[config.mk]
export PLATFORM = sky130hd
export DESIGN_NAME = dual_timer_counter
export DESIGN_NICKNAME = d
export VERILOG_FILES = /design/src/dual_timer_pkg.sv /design/src/dual_timer_counter.sv
export SDC_FILE = /design/constraint.sdc
export NUM_CORES = 1
export LEC_CHECK = 0
export BUFFER_PORTS_ARGS = -buffer_cell sky130_fd_sc_hd__clkbuf_2
export CAP_MARGIN = 20
export CORE_MARGIN = 5
export CORE_UTILIZATION = 55
export CTS_CLUSTER_SIZE = 24
export DETAILED_ROUTE_END_ITERATION = 8
export GPL_TIMING_DRIVEN = 0
export PLACE_DENSITY = 0.8
export RECOVER_POWER = 25
export SYNTH_ARGS = -nofsm -noshare
export SYNTH_HDL_FRONTEND = slang
export SYNTH_SLANG_ARGS = --single-unit
[constraint.sdc]
create_clock -name core_clk_i -period 3.1 [get_ports core_clk_i]
set_clock_uncertainty 0.2 [all_clocks]
set_input_delay 0.31 -clock core_clk_i [delete_from_list [all_inputs] [get_ports core_clk_i]]
set_output_delay 0.31 -clock core_clk_i [all_outputs]
set_load 0.05 [all_outputs]
[src/dual_timer_pkg.sv]
package dual_timer_pkg;

  // Register indices; byte address is four times the index
  localparam logic [7:0] IDX_CTRL     = 8'h88;
  localparam logic [7:0] IDX_MODE     = 8'h89;
  localparam logic [7:0] IDX_LOW0     = 8'h8A;
  localparam logic [7:0] IDX_LOW1     = 8'h8B;
  localparam logic [7:0] IDX_HIGH0    = 8'h8C;
  localparam logic [7:0] IDX_HIGH1    = 8'h8D;
  localparam logic [7:0] IDX_IRQ_STAT = 8'h90;
  localparam logic [7:0] IDX_IRQ_MASK = 8'h91;
  localparam int         IDX_W        = 8;
  localparam int         IDX_LSB      = 2;

  // Control register fields
  localparam int CTRL_OVF1 = 7;
  localparam int CTRL_RUN1 = 6;
  localparam int CTRL_OVF0 = 5;
  localparam int CTRL_RUN0 = 4;

  // Mode register: one nibble per timer
  localparam int MODE_T1_LSB = 4;
  localparam int MODE_T0_LSB = 0;
  localparam int NIBBLE_W    = 4;

  // Interrupt status and mask fields
  localparam int IRQ_OVF0 = 0;
  localparam int IRQ_OVF1 = 1;

  localparam logic [7:0] RST_CTRL  = 8'h00;
  localparam logic [7:0] RST_MODE  = 8'h00;
  localparam logic [7:0] RST_COUNT = 8'h00;
  localparam logic [1:0] RST_IRQ   = 2'h0;

  localparam int         PRESCALE_W   = 5;
  localparam logic [4:0] PRESCALE_MAX = 5'h1F;
  localparam logic [7:0] BYTE_MAX     = 8'hFF;

  localparam logic [1:0] RESP_OKAY   = 2'h0;
  localparam logic [1:0] RESP_SLVERR = 2'h2;

  typedef enum logic [1:0] {
    MODE_PRESCALE,
    MODE_CASCADE,
    MODE_RELOAD,
    MODE_SPLIT
  } timer_mode_e;

  // Layout matches one nibble of the mode register
  typedef struct packed {
    logic        gate;
    logic        count_ext;
    timer_mode_e mode;
  } timer_cfg_s;

  typedef struct packed {
    logic [7:0] high;
    logic [7:0] low;
    logic       carry;
  } count_step_s;

endpackage

[src/dual_timer_counter.sv]
// How it works
// Two 16-bit timer/counters, each a high and low byte, timer or counter.
// Timer function increments the low byte every core clock cycle.
// Counter function samples the count pin each cycle, counts high-then-low.
// Falling-edge recognition spans two samples, so max rate is half the clock.
// Outside source holds each count pin level for at least one cycle.
// Mode bit 7 set makes timer 1 run only while its gate pin is high.
// Mode bit 3 set makes timer 0 run only while its gate pin is high.
// Mode bit 6 selects external pin (set) or clock (clear) for timer 1.
// Mode bit 2 selects external pin (set) or clock (clear) for timer 0.
// Two-bit mode fields at bits 5:4 for timer 1 and 1:0 for timer 0.
// Mode 00: high byte counts, low byte is a 5-bit prescaler.
// Mode 01: high and low bytes cascade into one 16-bit counter.
// Mode 10: low byte counts and reloads from high byte on overflow.
// Mode 11 on timer 1 stops timer 1.
// Mode 11 on timer 0: low byte on timer 0 controls, high on timer 1.
// Overflow sets the flag; vectoring to the service routine clears it.
// Run bits 6 and 4 of the control register turn timers on and off.
// Carry out of the active counter's top bit is the overflow event.
module dual_timer_counter #(
  parameter int ADDR_W = 12,
  parameter int DATA_W = 32
) (
  input  wire logic              core_clk_i,
  input  wire logic              nrst_i,
  input  wire logic              awvalid_i,
  output logic                   awready_o,
  input  wire logic [ADDR_W-1:0] awaddr_i,
  input  wire logic              wvalid_i,
  output logic                   wready_o,
  input  wire logic [DATA_W-1:0] wdata_i,
  input  wire logic [3:0]        wstrb_i,
  output logic                   bvalid_o,
  input  wire logic              bready_i,
  output logic [1:0]             bresp_o,
  input  wire logic              arvalid_i,
  output logic                   arready_o,
  input  wire logic [ADDR_W-1:0] araddr_i,
  output logic                   rvalid_o,
  input  wire logic              rready_i,
  output logic [DATA_W-1:0]      rdata_o,
  output logic [1:0]             rresp_o,
  input  wire logic              count_pin_timer0_i,
  input  wire logic              count_pin_timer1_i,
  input  wire logic              gate_pin_timer0_i,
  input  wire logic              gate_pin_timer1_i,
  input  wire logic              isr_ack_timer0_i,
  input  wire logic              isr_ack_timer1_i,
  output logic                   overflow_flag_timer0_o,
  output logic                   overflow_flag_timer1_o,
  output logic                   irq_o
);

  initial begin
    if (ADDR_W < dual_timer_pkg::IDX_W + dual_timer_pkg::IDX_LSB + 1) begin
      $error("ADDR_W too small for the register map");
    end
    if (DATA_W != 32) begin
      $error("DATA_W must be 32");
    end
  end

  ////////////////////////////////////////////////////////////////////////////
  // Functions

  function automatic logic reg_known(input logic [ADDR_W-1:0] addr);
    logic [7:0] idx;
    logic       top_zero;
    idx      = addr[dual_timer_pkg::IDX_W+dual_timer_pkg::IDX_LSB-1:dual_timer_pkg::IDX_LSB];
    top_zero = (addr[ADDR_W-1:dual_timer_pkg::IDX_W+dual_timer_pkg::IDX_LSB] == '0);
    reg_known = top_zero && (idx == dual_timer_pkg::IDX_CTRL  || idx == dual_timer_pkg::IDX_MODE ||
                             idx == dual_timer_pkg::IDX_LOW0  || idx == dual_timer_pkg::IDX_LOW1 ||
                             idx == dual_timer_pkg::IDX_HIGH0 || idx == dual_timer_pkg::IDX_HIGH1 ||
                             idx == dual_timer_pkg::IDX_IRQ_STAT ||
                             idx == dual_timer_pkg::IDX_IRQ_MASK);
  endfunction

  function automatic logic [7:0] idx_of(input logic [ADDR_W-1:0] addr);
    idx_of = addr[dual_timer_pkg::IDX_W+dual_timer_pkg::IDX_LSB-1:dual_timer_pkg::IDX_LSB];
  endfunction

  // One counting step of a timer in the given mode
  function automatic dual_timer_pkg::count_step_s step(
    input dual_timer_pkg::timer_mode_e mode,
    input logic [7:0]                  high,
    input logic [7:0]                  low,
    input logic                        inc
  );
    logic [4:0] pre;
    step = '{high: high, low: low, carry: 1'b0};
    pre  = low[dual_timer_pkg::PRESCALE_W-1:0];
    if (inc) begin
      unique case (mode)
        dual_timer_pkg::MODE_PRESCALE: begin
          step.low = {low[7:dual_timer_pkg::PRESCALE_W], 5'(pre + 5'h1)};
          if (pre == dual_timer_pkg::PRESCALE_MAX) begin
            {step.carry, step.high} = 9'({1'b0, high} + 9'h1);
          end
        end
        dual_timer_pkg::MODE_CASCADE: begin
          {step.carry, step.high, step.low} = 17'({1'b0, high, low} + 17'h1);
        end
        dual_timer_pkg::MODE_RELOAD: begin
          if (low == dual_timer_pkg::BYTE_MAX) begin
            step.low   = high;
            step.carry = 1'b1;
          end else begin
            step.low = 8'(low + 8'h1);
          end
        end
        dual_timer_pkg::MODE_SPLIT: begin
          {step.carry, step.low} = 9'({1'b0, low} + 9'h1);
        end
      endcase
    end
  endfunction

  ////////////////////////////////////////////////////////////////////////////
  // Reset release

  logic [1:0] rst_sync_ff;
  logic       rst_n;

  always_ff @(posedge core_clk_i or negedge nrst_i) begin
    if (!nrst_i) begin
      rst_sync_ff <= 2'h0;
    end else begin
      rst_sync_ff <= {rst_sync_ff[0], 1'b1};
    end
  end

  assign rst_n = rst_sync_ff[1];

  ////////////////////////////////////////////////////////////////////////////
  // AXI4-Lite write channel

  logic              aw_held_ff;
  logic              w_held_ff;
  logic [ADDR_W-1:0] awaddr_ff;
  logic [7:0]        wbyte_ff;
  logic              wlane_ff;
  logic              bvalid_ff;
  logic [1:0]        bresp_ff;
  logic              do_write;
  logic [7:0]        wr_idx;

  assign awready_o = !aw_held_ff && !bvalid_ff;
  assign wready_o  = !w_held_ff && !bvalid_ff;
  assign bvalid_o  = bvalid_ff;
  assign bresp_o   = bresp_ff;
  // Only the low byte lane holds data; other lanes are ignored
  assign do_write  = aw_held_ff && w_held_ff && wlane_ff && reg_known(awaddr_ff) && !bvalid_ff;
  assign wr_idx    = idx_of(awaddr_ff);

  always_ff @(posedge core_clk_i or negedge rst_n) begin
    if (!rst_n) begin
      aw_held_ff <= 1'b0;
      w_held_ff  <= 1'b0;
      awaddr_ff  <= '0;
      wbyte_ff   <= 8'h00;
      wlane_ff   <= 1'b0;
      bvalid_ff  <= 1'b0;
      bresp_ff   <= dual_timer_pkg::RESP_OKAY;
    end else begin
      if (awvalid_i && awready_o) begin
        aw_held_ff <= 1'b1;
        awaddr_ff  <= awaddr_i;
      end
      if (wvalid_i && wready_o) begin
        w_held_ff <= 1'b1;
        wbyte_ff  <= wdata_i[7:0];
        wlane_ff  <= wstrb_i[0];
      end
      if (aw_held_ff && w_held_ff && !bvalid_ff) begin
        aw_held_ff <= 1'b0;
        w_held_ff  <= 1'b0;
        bvalid_ff  <= 1'b1;
        bresp_ff   <= reg_known(awaddr_ff) ? dual_timer_pkg::RESP_OKAY
                                           : dual_timer_pkg::RESP_SLVERR;
      end else if (bvalid_ff && bready_i) begin
        bvalid_ff <= 1'b0;
      end
    end
  end

  ////////////////////////////////////////////////////////////////////////////
  // Configuration and control

  logic [7:0]                 mode_cfg_ff;
  logic                       run0_ff;
  logic                       run1_ff;
  logic                       ovf0_ff;
  logic                       ovf1_ff;
  dual_timer_pkg::timer_cfg_s cfg0;
  dual_timer_pkg::timer_cfg_s cfg1;


  assign cfg0 = dual_timer_pkg::timer_cfg_s'(mode_cfg_ff[dual_timer_pkg::MODE_T0_LSB +:
                                                         dual_timer_pkg::NIBBLE_W]);
  assign cfg1 = dual_timer_pkg::timer_cfg_s'(mode_cfg_ff[dual_timer_pkg::MODE_T1_LSB +:
                                                         dual_timer_pkg::NIBBLE_W]);

  always_ff @(posedge core_clk_i or negedge rst_n) begin
    if (!rst_n) begin
      mode_cfg_ff <= dual_timer_pkg::RST_MODE;
    end else if (do_write && wr_idx == dual_timer_pkg::IDX_MODE) begin
      mode_cfg_ff <= wbyte_ff;
    end
  end

  always_ff @(posedge core_clk_i or negedge rst_n) begin
    if (!rst_n) begin
      run0_ff <= dual_timer_pkg::RST_CTRL[dual_timer_pkg::CTRL_RUN0];
      run1_ff <= dual_timer_pkg::RST_CTRL[dual_timer_pkg::CTRL_RUN1];
    end else if (do_write && wr_idx == dual_timer_pkg::IDX_CTRL) begin
      run0_ff <= wbyte_ff[dual_timer_pkg::CTRL_RUN0];
      run1_ff <= wbyte_ff[dual_timer_pkg::CTRL_RUN1];
    end
  end

  ////////////////////////////////////////////////////////////////////////////
  // Count pin sampling

  logic [1:0] pin_prev_ff;
  logic       fall0;
  logic       fall1;

  // Previous sample high and current sample low: one edge per two samples
  always_ff @(posedge core_clk_i or negedge rst_n) begin
    if (!rst_n) begin
      pin_prev_ff <= 2'h0;
    end else begin
      pin_prev_ff <= {count_pin_timer1_i, count_pin_timer0_i};
    end
  end

  assign fall0 = pin_prev_ff[0] && !count_pin_timer0_i;
  assign fall1 = pin_prev_ff[1] && !count_pin_timer1_i;

  ////////////////////////////////////////////////////////////////////////////
  // Counting

  logic [7:0]                  low0_ff;
  logic [7:0]                  high0_ff;
  logic [7:0]                  low1_ff;
  logic [7:0]                  high1_ff;
  logic                        en0;
  logic                        en1;
  logic                        inc0;
  logic                        inc1;
  logic                        split0;
  dual_timer_pkg::count_step_s nxt_t0;
  dual_timer_pkg::count_step_s nxt_t1;
  logic [8:0]                  nxt_split_high;
  logic                        ovf_evt0;
  logic                        ovf_evt1;

  assign split0 = (cfg0.mode == dual_timer_pkg::MODE_SPLIT);
  assign en0    = run0_ff && (!cfg0.gate || gate_pin_timer0_i);
  assign en1    = run1_ff && (!cfg1.gate || gate_pin_timer1_i);
  assign inc0   = en0 && (cfg0.count_ext ? fall0 : 1'b1);
  assign inc1   = en1 && (cfg1.count_ext ? fall1 : 1'b1) &&
                  (cfg1.mode != dual_timer_pkg::MODE_SPLIT);

  assign nxt_t0 = step(cfg0.mode, high0_ff, low0_ff, inc0);
  assign nxt_t1 = step(cfg1.mode, high1_ff, low1_ff, inc1);

  // Split high byte is a plain timer gated by timer 1's run bit only
  assign nxt_split_high = 9'({1'b0, high0_ff} + {8'h00, run1_ff});

  assign ovf_evt0 = nxt_t0.carry;
  // In split mode timer 1 keeps running but its flag belongs to the split byte
  assign ovf_evt1 = split0 ? (run1_ff && nxt_split_high[8]) : nxt_t1.carry;

  // A bus write to a count byte takes priority over the count in that cycle
  always_ff @(posedge core_clk_i or negedge rst_n) begin
    if (!rst_n) begin
      low0_ff  <= dual_timer_pkg::RST_COUNT;
      high0_ff <= dual_timer_pkg::RST_COUNT;
    end else begin
      low0_ff  <= (do_write && wr_idx == dual_timer_pkg::IDX_LOW0) ? wbyte_ff : nxt_t0.low;
      if (do_write && wr_idx == dual_timer_pkg::IDX_HIGH0) begin
        high0_ff <= wbyte_ff;
      end else if (split0) begin
        high0_ff <= nxt_split_high[7:0];
      end else begin
        high0_ff <= nxt_t0.high;
      end
    end
  end

  always_ff @(posedge core_clk_i or negedge rst_n) begin
    if (!rst_n) begin
      low1_ff  <= dual_timer_pkg::RST_COUNT;
      high1_ff <= dual_timer_pkg::RST_COUNT;
    end else begin
      low1_ff  <= (do_write && wr_idx == dual_timer_pkg::IDX_LOW1)  ? wbyte_ff : nxt_t1.low;
      high1_ff <= (do_write && wr_idx == dual_timer_pkg::IDX_HIGH1) ? wbyte_ff : nxt_t1.high;
    end
  end

  ////////////////////////////////////////////////////////////////////////////
  // Overflow flags and interrupt

  logic       ctrl_wr;
  logic       stat_wr;
  logic [1:0] irq_stat_ff;
  logic [1:0] irq_mask_ff;
  logic [1:0] stat_clr;

  assign ctrl_wr  = do_write && wr_idx == dual_timer_pkg::IDX_CTRL;
  assign stat_wr  = do_write && wr_idx == dual_timer_pkg::IDX_IRQ_STAT;
  assign stat_clr = stat_wr ? wbyte_ff[1:0] : 2'h0;

  // Overflow wins over a clear arriving in the same cycle
  always_ff @(posedge core_clk_i or negedge rst_n) begin
    if (!rst_n) begin
      ovf0_ff <= dual_timer_pkg::RST_CTRL[dual_timer_pkg::CTRL_OVF0];
      ovf1_ff <= dual_timer_pkg::RST_CTRL[dual_timer_pkg::CTRL_OVF1];
    end else begin
      if (ovf_evt0) begin
        ovf0_ff <= 1'b1;
      end else if (isr_ack_timer0_i) begin
        ovf0_ff <= 1'b0;
      end else if (ctrl_wr) begin
        ovf0_ff <= wbyte_ff[dual_timer_pkg::CTRL_OVF0];
      end
      if (ovf_evt1) begin
        ovf1_ff <= 1'b1;
      end else if (isr_ack_timer1_i) begin
        ovf1_ff <= 1'b0;
      end else if (ctrl_wr) begin
        ovf1_ff <= wbyte_ff[dual_timer_pkg::CTRL_OVF1];
      end
    end
  end

  always_ff @(posedge core_clk_i or negedge rst_n) begin
    if (!rst_n) begin
      irq_stat_ff <= dual_timer_pkg::RST_IRQ;
    end else begin
      irq_stat_ff <= (irq_stat_ff & ~stat_clr) | {ovf_evt1, ovf_evt0};
    end
  end

  always_ff @(posedge core_clk_i or negedge rst_n) begin
    if (!rst_n) begin
      irq_mask_ff <= dual_timer_pkg::RST_IRQ;
    end else if (do_write && wr_idx == dual_timer_pkg::IDX_IRQ_MASK) begin
      irq_mask_ff <= wbyte_ff[1:0];
    end
  end

  assign irq_o                  = |(irq_stat_ff & irq_mask_ff);
  assign overflow_flag_timer0_o = ovf0_ff;
  assign overflow_flag_timer1_o = ovf1_ff;

  ////////////////////////////////////////////////////////////////////////////
  // AXI4-Lite read channel

  logic              rvalid_ff;
  logic [DATA_W-1:0] rdata_ff;
  logic [1:0]        rresp_ff;
  logic [7:0]        rd_byte;
  logic [7:0]        rd_idx;
  logic [7:0]        ctrl_view;

  assign arready_o = !rvalid_ff;
  assign rvalid_o  = rvalid_ff;
  assign rdata_o   = rdata_ff;
  assign rresp_o   = rresp_ff;
  assign rd_idx    = idx_of(araddr_i);

  always_comb begin
    ctrl_view = 8'h00;
    ctrl_view[dual_timer_pkg::CTRL_OVF1] = ovf1_ff;
    ctrl_view[dual_timer_pkg::CTRL_RUN1] = run1_ff;
    ctrl_view[dual_timer_pkg::CTRL_OVF0] = ovf0_ff;
    ctrl_view[dual_timer_pkg::CTRL_RUN0] = run0_ff;
    rd_byte = 8'h00;
    if (reg_known(araddr_i)) begin
      unique case (rd_idx)
        dual_timer_pkg::IDX_CTRL:     rd_byte = ctrl_view;
        dual_timer_pkg::IDX_MODE:     rd_byte = mode_cfg_ff;
        dual_timer_pkg::IDX_LOW0:     rd_byte = low0_ff;
        dual_timer_pkg::IDX_LOW1:     rd_byte = low1_ff;
        dual_timer_pkg::IDX_HIGH0:    rd_byte = high0_ff;
        dual_timer_pkg::IDX_HIGH1:    rd_byte = high1_ff;
        dual_timer_pkg::IDX_IRQ_STAT: rd_byte = {6'h00, irq_stat_ff};
        dual_timer_pkg::IDX_IRQ_MASK: rd_byte = {6'h00, irq_mask_ff};
        default:                      rd_byte = 8'h00;
      endcase
    end
  end

  always_ff @(posedge core_clk_i or negedge rst_n) begin
    if (!rst_n) begin
      rvalid_ff <= 1'b0;
      rdata_ff  <= '0;
      rresp_ff  <= dual_timer_pkg::RESP_OKAY;
    end else if (arvalid_i && arready_o) begin
      rvalid_ff <= 1'b1;
      rdata_ff  <= {{(DATA_W-8){1'b0}}, rd_byte};
      rresp_ff  <= reg_known(araddr_i) ? dual_timer_pkg::RESP_OKAY
                                       : dual_timer_pkg::RESP_SLVERR;
    end else if (rvalid_ff && rready_i) begin
      rvalid_ff <= 1'b0;
    end
  end

endmodule

Yosys cells after proc, flatten, opt, wreduce, memory -nomap -nowiden
Cells that the tools add are included.

storage, ports and cells
  bits in registers = 89
  latch bits = 0
  bits in writable memories = 0
  memory bits (read-only) = 0
  output and inout bits = 44
  word-level logic and storage cells = 187
  memories = 0

cells by class
  add/sub/neg operators = 11
  multipliers = 0
  div/mod/pow operators = 0
  order comparisons = 0
  equality and inequality tests = 31
  shift operators = 0
  multiplexer cells = 41
  bitwise gates (word level) = 4
  reduce and logical (&&, ||, !) cells = 75

operator list
  operator                                       count
  equality test 8 bit, second input constant     18
  two-way mux 8 bit                              10
  case mux 9 bit (4 select lines)                2
  case mux 8 bit (8 select lines)                1
  adder 8 x 1 -> 9 bit, second input constant    4
  adder 16 x 1 -> 17 bit, second input constant  2
  two-way mux 17 bit                             2
  case mux 8 bit (2 select lines)                2
  logical AND 1 bit                              30
  two-way mux 1 bit                              21
  adder 8 x 1 -> 8 bit, second input constant    2
  logical OR 1 bit                               16
  nonzero test 2 bit                             7
  nonzero test 3 bit                             4
  adder 5 x 1 -> 5 bit, second input constant    2
  equality test 5 bit, second input constant     2
  adder 8 x 1 -> 9 bit                           1
  equality test 2 bit, second input constant     4
  zero test 1 bit                                8
  zero test 2 bit                                4
  two-way mux 2 bit                              3
  != test 2 bit, second input constant           3
  AND reduction 3 bit                            2
  bitwise AND 2 bit                              2
  other kinds (8)                                10

Depth between registers and ports, before layout
Gate-level depths: netlist of run 1.

  word-level depth = 16
  depth in mapped cells = 10
  mapped depth without buffers = 10

Least setup slack after synthesis of run 1
Ideal clock, no wire load.

  kind = reg2reg
  start = register bvalid_ff, in the netlist bvalid_o
  end = register awaddr_ff[10]
  arrival time = 2.268 ns
  path slack = 0.507 ns
  stages on the path, launching flop included = 5
  cell sequence = dfrtp_1 nor2_1 and2_1 clkbuf_1 mux2_2

on the way
  longest elaborated chain between the ends = 3

RTL lines
  item                      line                       RTL
  start: declaration        dual_timer_counter.sv:142  logic bvalid_ff;
  start signal: assignment  dual_timer_counter.sv:162  bvalid_ff <= 1'b0;
  start signal: assignment  dual_timer_counter.sv:177  bvalid_ff <= 1'b1;
  start signal: assignment  dual_timer_counter.sv:181  bvalid_ff <= 1'b0;
  zero test 1 bit           dual_timer_counter.sv:147  assign awready_o = !aw_held_ff && !bvalid_ff;
  logical AND 1 bit         dual_timer_counter.sv:147
  named net awready_o       dual_timer_counter.sv:27   output logic awready_o,
  logical AND 1 bit         dual_timer_counter.sv:165  if (awvalid_i && awready_o) begin
  end signal: assignment    dual_timer_counter.sv:167  awaddr_ff <= awaddr_i;
  end: declaration          dual_timer_counter.sv:139  logic [ADDR_W-1:0] awaddr_ff;

The timed path passes the listed nets, and every way through them passes these cells.
A chain may end at the register's enable or synchronous reset.

Worst setup path in the final report of run 1
  start = register low1_ff[0]
  end = register high1_ff[6]

on the way
  longest elaborated chain between the ends = 4

RTL lines
  item                             line                       RTL
  start: declaration               dual_timer_counter.sv:245  logic [7:0] low1_ff;
  start signal: assignment         dual_timer_counter.sv:294  low1_ff <= dual_timer_pkg::RST_COUNT;
  start signal: assignment         dual_timer_counter.sv:297  low1_ff <= (do_write && wr_idx == dual_timer_pkg::IDX_LOW1) ? wbyte_ff : nxt_t1.low;
  adder 16 x 1 -> 17 bit           dual_timer_counter.sv:101  {step.carry, step.high, step.low} = 17'({1'b0, high, low} + 17'h1);
  case mux 8 bit (2 select lines)  dual_timer_counter.sv:93   unique case (mode)
  two-way mux 17 bit               dual_timer_counter.sv:92   if (inc) begin
  two-way mux 8 bit                dual_timer_counter.sv:298  high1_ff <= (do_write && wr_idx == dual_timer_pkg::IDX_HIGH1) ? wbyte_ff : nxt_t1.high;
  end signal: assignment           dual_timer_counter.sv:295  high1_ff <= dual_timer_pkg::RST_COUNT;
  end signal: assignment           dual_timer_counter.sv:298
  end: declaration                 dual_timer_counter.sv:246  logic [7:0] high1_ff;

Parallel ways exist; a longest one is shown, timed or not. The select of a mux whose other input is x is not followed.

==> impl_results.md, run 1 <==
- Startpoint types: register
- Cells after Synth: 599
- Max cap viols: 1
- Final Setup Violations: 0
- Final Power: 4.11 mW
- Maximum fanout along the worst path: 6
- Setup CP Type: reg -> reg
- Largest net degree at the start of global routing: 69
- Area Overhead vs Synth: 18.7%
- Max Used Layer: met4
- Worst skew pair latency: 360 ps
- Layout cell share with drive strength beyond 1: 24.5%
- Final Non-Filler Cells: 860
- Fmax: 361 MHz
- CP Buf/Inv Count: 1
- RSZ-0062 raised after global routing: false
- CTS tree: done
- Global route total overflow: 0
- Flops & latches, synth: 85
- CTS sink count: 85
- Clk slew on worst S/H paths: 90 ps
- Final hold vios: 0
- Synth Warn #: 0
- Max Root-Sink Buffers: 2
- Vias in the first global route: 4981
- Crit-path leading delay family: simple AND/OR/NAND/NOR gates
- Most frequent cells in the layout: 85 x dfrtp_1, 67 x nand2_1, 59 x clkbuf_2, 41 x nor2_1, 41 x a21oi_1
- Final Max Tran Viols: 69
- Placed Cells: 816
- Crit end category: register
- Initial antenna violation count: 0
- Site Rows: 36
- H-tree lvl count: 3
- Placeable Area: 9820 um^2
- Avg Cell Area, Syn: 9.25 um^2
- Synth Flop Type: dfrtp_1
- Met2 WL: 7810 um
- DRC: 0
- Final WL: 16900 um
- Sum Neg Setup Slack: 0 ps
- Post-route ant nets: 0
- Initial DRT Pass Iterations: 5
- GPL Wtd Cong: 0.953
- Required @ worst endpoint: 3190 ps
- Crit path DAT: 2860 ps
- Setup ws final: 330 ps
- Drt via density: 6.08
- FF-to-FF setup slack: 330 ps
- Post-synth EDFFs: 0
- HPWL after DPL: 12100 um
- Slew HR: -11.1%
- PostCTS Resize Cnt: 0
- Met1 Wirelength: 6900 um
- Failing checks: capacitance limit, slew limit
- Worst-Margin Slew: 1670 ps
- Total inserted antenna cells: 0
- Final instance area: 6580 um^2
- Wire length per cell: 19.6 um
- Slowest stage cell, crit path: dfrtp_1
- CP cell instances: ha_1 > nand3_1 > inv_1 > ha_1 > nor2b_1 > a31oi_1 > nor4_1 > nand3_1 > xor2_1 > a21oi_1
- Via Count: 5233
- Worst vdd ir: 0.521 mV
- Starting Density: 56.4%
- Power Density: 625 nW/um^2
- Area after DPL: 6120 um^2
- Nets@finish: 803
- Most common cell after layout, fill and taps aside: dfrtp_1
- Post-CTS Setup Inserts: 0
- Mapped cell area: 5540 um^2
- Chip Height: 110 um
- Clk root buf: clkbuf_8
- Status: finished with violations
- Leak: 2.89 nW
- Worst hold slack: 54.9 ps
- Buffers on Ports: 58
- Tcrit/Tclk final: 89.4%
- CTS buffer count: 9
- Die width: 110 um
- Die Footprint: 12200 um^2
- Final Core Density: 67.0%
- GRT Overall Usage: 29.3%
- Async SR Flop Fraction: 100%
- Met3 routed WL: 1810 um
- Drt initial violations: 433
- Max incr delay on CP: 490 ps
- Min-delay worst type: in -> async
- Cell variety after synth: 86
- Register area share after synthesis: 38.4%
- First-pass GRT wire length: 26900 um
- # IOs: 117
- Place WS: 400 ps
- Clock period minus worst slack: 2770 ps
==> registers in the layout (all words and copies together), names as in the netlist, 2 cells and up <==
| register | flops |
|---|---|
| low0_ff | 8 |
| mode_cfg_ff | 8 |
| irq_stat_ff | 2 |
| rst_sync_ff | 2 |
| irq_mask_ff | 2 |
| pin_prev_ff | 2 |
| high0_ff | 8 |
| wbyte_ff | 8 |
| high1_ff | 8 |
| low1_ff | 8 |
| awaddr_ff | 10 |
| rdata_o | 8 |
==> logic make-up (layout without fill, tap and decap cells) <==
group                    Yosys count  count (layout)  synth area share, %
multiplexers                      47              47                 9.59
other                              2              27                0.135
XOR/XNOR                          11              11                 1.74
AO/OA/AOI/OAI                    167             167                 20.2
flip-flops                        85              85                 38.4
buffers and inverters             71             174                 7.52
AND/OR/NAND/NOR                  208             208                 20.7
adder cells (fa/ha/maj)            8               8                 1.81
==> layer usage <==
metal / track usage (%) / up-vias
li1: - / 2403
met1: 40.2 / 2512
met2: 46.4 / 287
met3: 6.87 / 31
met4: 8.80 / 0
met5: 0 / -
==> cells in the mapped netlist, drive strengths merged, types with 4 or more instances <==
master,number,area (um^2)
a211oi,7,70.1
a21o,5,37.5
a21oi,43,223
a221oi,5,50.0
a22o,6,52.6
a22oi,7,52.6
a31oi,12,75.1
and2,4,25.0
and3,14,87.6
and4,5,46.3
buf,47,324
clkbuf,11,43.8
dfrtp,85,2130
ha,8,100
inv,13,48.8
mux2,29,327
mux2i,16,160
nand2,68,258
nand2b,4,32.5
nand3,21,110
nand4,8,77.6
nor2,42,160
nor2b,11,76.3
nor3,9,50.1
nor3b,5,47.5
nor4,6,58.8
o211ai,5,37.5
o21ai,43,223
o22ai,6,37.5
o31ai,5,37.5
xor2,8,70.1
==> area by class of cell <==
cell class                      count  area, um^2
Clock inverter                      7        78.8
Tap cell                          133         166
Sequential cell                    85        2130
Timing Repair Buffer               87         573
Inverter                           13        48.8
Buffer                             58         368
Multi-Input combinational cell    468        3090
Fill cell                         806        3240
Clock buffer                        9         124
==> timing repair <==
action,4_1_cts,5_1_grt
setup endpoints to repair,0,0
hold buffers,28,0
hold endpoints to repair,29,0
==> worst paths after layout <==
path | endpoint | start | cells past startpoint
worst min-delay path | rst_sync_ff[1] | nrst_i | 2
worst max register to register | high1_ff[6] | low1_ff[0] | 10
worst min register to register | rdata_o[6] | rst_sync_ff[1] | 0
max in group asynchronous | high0_ff[6] | rst_sync_ff[1] | 1
worst max-delay path | high1_ff[6] | low1_ff[0] | 10
min in group core_clk_i | rdata_o[6] | araddr_i[4] | 4
==> power breakdown <==
group          internal [mW]  switching, mW  leakage, nW
sequential              1.37          0.467        0.971
clock                  0.319          0.474       0.0954
combinational          0.623          0.866         1.82
Note: power is estimated with default switching activity, not from simulation.
==> inputs of run 2 (changes only) <==
- ABC_AREA: unset -> 1
- CORE_MARGIN: 5 -> 4
==> run 2 against run 1 <==
  * The flow now finishes without violations
  * Wire length fell by 0.79%
  * Area after synthesis rose by 8.1%
  * Final cell count rose by 33%
  * Combinational power fell by 44%
  * Maximum frequency rose by 21%
  * Critical path type unchanged
  * Largest cell class unchanged
==> impl_results.md, run 2 <==
- Status: completed
- Tcrit/Tclk final: 73.8%
- Worst vdd ir: 0.536 mV
- Most common library cells after synthesis: 274 x nand2_1, 94 x nand3_1, 88 x inv_1
- Power Density: 460 nW/um^2
- Top cell type's share of synthesized area: 35.5%
- Total inserted antenna cells: 0
- Post-synth EDFFs: 0
- Final WL: 16700 um
- Setup ws final: 814 ps
- Clk root buf: clkbuf_8
- RSZ-0062 raised after global routing: false
- Placeable Area: 10500 um^2
- Mapped cell area: 5990 um^2
- Largest net degree at the start of global routing: 69
- Worst-Margin Slew: 788 ps
- Largest register FFs: 10
- Starting Density: 57.3%
- Leak: 3.90 nW
- Switching pwr: 1.27 mW
- HPWL after DPL: 12500 um
- Drt initial violations: 552
- GPL Wtd Cong: 0.956
- Global route total overflow: 0
- Worst hold slack: 12.0 ps
- Synth Warn #: 0
- # IOs: 117
- Fmax: 437 MHz
- Worst skew pair latency: 360 ps
- Drt via density: 5.33
- Placed Cells: 1105
- Initial antenna violation count: 0
- Wire length per cell: 14.6 um
- Power share of the sequential group: 46.1%
- Most common cell after layout, fill and taps aside: nand2_1
- Cells after Synth: 884
- Vias in the first global route: 5678
- H-tree lvl count: 3
- Final Setup Violations: 0
- Die Footprint: 12600 um^2
- Buffers on Ports: 59
- Initial DRT Pass Iterations: 6
- Crit end category: register
- Final Non-Filler Cells: 1144
- Post-route ant nets: 0
- Area after DPL: 6580 um^2
- Maximum fanout along the worst path: 7
- Layout cell share with drive strength beyond 1: 16.5%
- Sw frac: 39.1%
- Combinational share of power: 25.9%
- Site Rows: 37
- Slew HR: 47.4%
- Final Power: 3.23 mW
- Min-delay worst type: in -> reg
- CTS tree: done
- Area Overhead vs Synth: 17.2%
- Max Root-Sink Buffers: 2
- Synth top area cells: dfrtp_1 35%, nand2_1 17%, nand3_1 7.9%
- Final Max Tran Viols: 0
- Post-CTS Setup Inserts: 0
- DRC: 0
- Fillers: 928
- GRT Overall Usage: 27.3%
- Most frequent cells in the layout: 274 x nand2_1, 94 x nand3_1, 88 x inv_1, 85 x dfrtp_1, 82 x nor2_1
- Avg Cell Area, Syn: 6.78 um^2
- Final instance area: 7020 um^2
- FF+latch area: 2130 um^2
- Clock power frac: 28.0%
- Int Power: 1.97 mW
- Nets@finish: 1084
- Crit path DAT: 2380 ps
- Chip Height: 112 um
- Register area share after synthesis: 35.5%
- Clock period minus worst slack: 2290 ps
- Max cap viols: 0
- Synth Flop Type: dfrtp_1
- Most numerous cell in the Yosys netlist: nand2_1
- Startpoint types: register
- Area of the multi-input gates: 3270 um^2
- Biggest register: awaddr_ff
- First-pass GRT wire length: 27900 um
- Synth area leader: dfrtp_1
- CTS buffer count: 9
- Flops & latches, synth: 85
- Async SR Flop Fraction: 100%
- Setup CP Type: reg -> reg
- Via Count: 6102
- Clk slew on worst S/H paths: 80 ps
- Cell variety after synth: 42
- Required @ worst endpoint: 3190 ps
- CTS sink count: 85
- Place WS: 911 ps
- Final hold vios: 0
- Die width: 112 um
## run 2: area by class of cell
cell class / instances / area share, %
clock inverter: 3 / 0.980
clock buffer: 13 / 2.12
tap: 136 / 2.42
sequential: 85 / 30.3
buffer: 44 / 4.22
inverter: 104 / 5.59
timing repair buffer: 83 / 7.84
multi-input combinational: 676 / 46.5
## run 2: cells by family after synthesis
kind of cell,Yosys count,synth area share (%)
AND/OR/NAND/NOR,515,38.5
buffers and inverters,148,11.5
AO/OA/AOI/OAI,114,10.9
flip-flops,85,35.5
XOR/XNOR,10,1.46
adder cells (fa/ha/maj),8,1.67
other,2,0.125
multiplexers,2,0.376
## run 2: path summary, 6_finish.rpt
path                       depth (start not counted)                      to  slack (ps)             start
min in group asynchronous                          2          rst_sync_ff[0]          80            nrst_i
max reg2reg                                       10             high0_ff[2]         810        low0_ff[1]
max in group asynchronous                          1              rdata_o[2]        1780    rst_sync_ff[1]
min reg2reg                                        0          pin_prev_ff[0]         120    rst_sync_ff[1]
max                                               10             high0_ff[2]         810        low0_ff[1]
min                                                3  overflow_flag_timer1_o          10  isr_ack_timer1_i
## run 2: metrics by stage
step           setup TNS [ps]  util (%)
4_1_cts                     0      67.2
2_1_floorplan               0         -
3_3_place_gp           -51700      62.6
5_1_grt                     0      67.1
3_5_place_dp                0      62.9
6_report                    0      67.1
## run 2: critical path: stages, from the launching register on
cell and delay, ps:
dfrtp_1 440, ha_1 240, nand2_1 70, nor2_1 170
ha_1 200, nor2_1 70, a211oi_1 410, nand2_1 100
inv_1 170, nand2_1 80, nand3_1 90
## run 2: per-layer routing
metal / track usage [%] / vias up / wire length [um]
met1: 39.1 / 2730 / 7280
met4: 11.6 / 0 / 620
met5: 0 / - / 0
met2: 41.8 / 287 / 7340
met3: 3.29 / 49 / 1500
li1: - / 3036 / -
## run 2: repair_timing
item	in CTS	in global routing
setup endpoints to repair	0	0
resized for setup	0	0
hold buffers	23	0
endpoints found under the hold margin	24	0
## run 2: power groups by stage
stage	Sequential (mW)	Combinational (mW)	Clock, mW
6_report	1.49	0.839	0.905
5_1_grt	1.51	0.924	0.958
4_1_cts	1.48	0.834	0.906
3_5_place_dp	1.50	0.811	0
3_3_place_gp	1.52	0.768	0
2_1_floorplan	1.46	0.581	0
==> inputs of run 3 (changes only) <==
- CORE_UTILIZATION: 55 -> 51
- PLACE_DENSITY: 0.8 -> 0.78
- clock period: 3.1 -> 1.9 ns (I/O delays scaled with it)
==> run 3 against run 2 <==
  * The run now ends with setup timing left
  * Maximum frequency is 12% higher
  * Sequential share of layout area is 2.9 points lower
  * Utilization is 0.86 points higher
  * Register-to-register slack worse by 950 ps
==> impl_results.md, run 3 (synthesis results as in run 2) <==
- Status: finished with violations
- Failing checks: setup timing
- Initial antenna violation count: 0
- Startpoint types: register
- Worst hold slack: 69.1 ps
- Power Density: 772 nW/um^2
- Vias in the first global route: 5693
- Slew HR: 43.0%
- Switching pwr: 2.40 mW
- Final instance area: 7800 um^2
- CTS sink count: 85
- Clock power frac: 27.3%
- Placed Cells: 1112
- Post-route ant nets: 0
- CP Buf/Inv Count: 3
- Drt initial violations: 601
- Chip Height: 116 um
- Final WL: 19000 um
- Clk slew on worst S/H paths: 70 ps
- Clk root buf: clkbuf_16
- Slowest stage cell, crit path: dfrtp_1
- Layout cell share with drive strength beyond 1: 26.4%
- Fillers: 908
- Setup CP Type: reg -> reg
- Worst vdd ir: 1.08 mV
- Hold Crit Depth: 4
- Reg2reg path depth: 12
- Max incr delay on CP: 410 ps
- Critical Path Most Common Cell: nand2_1
- Max Root-Sink Buffers: 2
- Final hold vios: 0
- Final Power: 6.02 mW
- Nets@finish: 1130
- CTS buffer count: 9
- Crit path DAT: 2070 ps
- CP cell instances: buf_4 > nor2_2 > nand2_2 > nor2_4 > nor2_1 > nand2_1 > nand4_1 > buf_6 > nand2_4 > inv_6 > nand2_1 > nand3_1
- Area after DPL: 6620 um^2
- Sw frac: 39.8%
- GRT Overall Usage: 27.4%
- Worst skew pair latency: 350 ps
- Setup ws final: -140 ps
- Final Non-Filler Cells: 1197
- Crit-path leading delay family: simple AND/OR/NAND/NOR gates
- Placeable Area: 11500 um^2
- Fmax: 490 MHz
- Die Footprint: 13500 um^2
- Total inserted antenna cells: 0
- Worst-Margin Slew: 855 ps
- Via Count: 6537
- Tcrit/Tclk final: 107%
- Wire length per cell: 15.8 um
- Leak: 4.19 nW
- Initial DRT Pass Iterations: 7
- GPL Wtd Cong: 0.969
- Min-delay worst type: in -> reg
- Clock period minus worst slack: 2040 ps
- Biggest register: awaddr_ff
- # IOs: 117
- RSZ-0062 raised after global routing: true
- CTS tree: done
- Most frequent cells in the layout: 254 x nand2_1, 85 x nand3_1, 79 x inv_1, 79 x dfrtp_1, 67 x nor2_1
- HPWL after DPL: 12500 um
- Site Rows: 39
- Area Overhead vs Synth: 30.1%
- Buffers on Ports: 59
- Drt via density: 5.46
- First-pass GRT wire length: 28700 um
- H-tree lvl count: 3
- Max cap viols: 0
- Final Max Tran Viols: 0
- Power share of the sequential group: 41.7%
- Final Setup Violations: 44
- Die width: 116 um
- Crit end category: register
- DRC: 0
- Most common cell after layout, fill and taps aside: nand2_1
- Combinational share of power: 31.1%
- Int Power: 3.62 mW
- Required @ worst endpoint: 1930 ps
- Largest net degree at the start of global routing: 47
- Largest register FFs: 10
- Global route total overflow: 0
- CP Depth: 12
- Maximum fanout along the worst path: 5
- Starting Density: 52.3%
run 3: area by class of cell:
cell class / instances / area (um^2) / share of cell area [%]
tap: 143 / 179 / 2.29
timing repair buffer: 129 / 950 / 12.2
clock buffer: 11 / 233 / 2.98
sequential: 85 / 2130 / 27.4
inverter: 104 / 409 / 5.25
clock inverter: 5 / 36.3 / 0.465
multi-input combinational: 677 / 3540 / 45.4
buffer: 43 / 319 / 4.09
run 3: final timing paths:
path	startpoint	endpoint	slack, ps
max in group asynchronous	rst_sync_ff[1]	low0_ff[3]	580
max reg2reg	awaddr_ff[7]	high1_ff[1]	-140
max	awaddr_ff[7]	high1_ff[1]	-140
min	araddr_i[11]	rresp_o[1]	70
min reg2reg	rst_sync_ff[0]	rst_sync_ff[1]	150
min in group asynchronous	rst_sync_ff[1]	wbyte_ff[4]	190
run 3: what timing repair did:
action	CTS	global route
hold buffers	29	0
endpoints found under the hold margin	28	0
pin swaps	8	18
resized for setup	35	61
cloned	2	1
endpoints found under the setup margin	44	57
buffers inserted	24	14
run 3: tightest hold or removal path, cell delays in order:
cell	delay, ps
clkbuf_2	70
or3_1	150
nor2_4	80
nor2_1	90
run 3: metrics by stage:
| step | TNS (ps) | worst slack, ps | util, % |
|---|---|---|---|
| 3_5_place_dp | -5900 | -335 | 57.7 |
| 2_1_floorplan | 0 | 20.0 | - |
| 6_report | -2430 | -140 | 68.0 |
| 5_1_grt | -6850 | -218 | 68.0 |
| 3_3_place_gp | -27850 | -431 | 57.4 |
| 4_1_cts | -91.4 | -28.2 | 65.5 |
run 3: power by group through the flow:
stage / clock, mW / combinational (mW) / sequential (mW)
6_report: 1.64 / 1.87 / 2.51
5_1_grt: 1.74 / 2.01 / 2.53
3_5_place_dp: 0 / 1.34 / 2.50
3_3_place_gp: 0 / 1.27 / 2.51
2_1_floorplan: 0 / 0.965 / 2.41
4_1_cts: 1.67 / 1.64 / 2.46
run 3: per-layer routing:
metal / GRT usage [%] / wire length [um] / part of all wire [%] / vias to the layer above
met5: 0 / 0 / 0 / -
met1: 36.8 / 7750 / 41 / 2994
met3: 6.32 / 1860 / 9.8 / 59
li1: - / - / - / 3146
met4: 13.7 / 791 / 4.2 / 0
met2: 41.7 / 8560 / 45 / 338
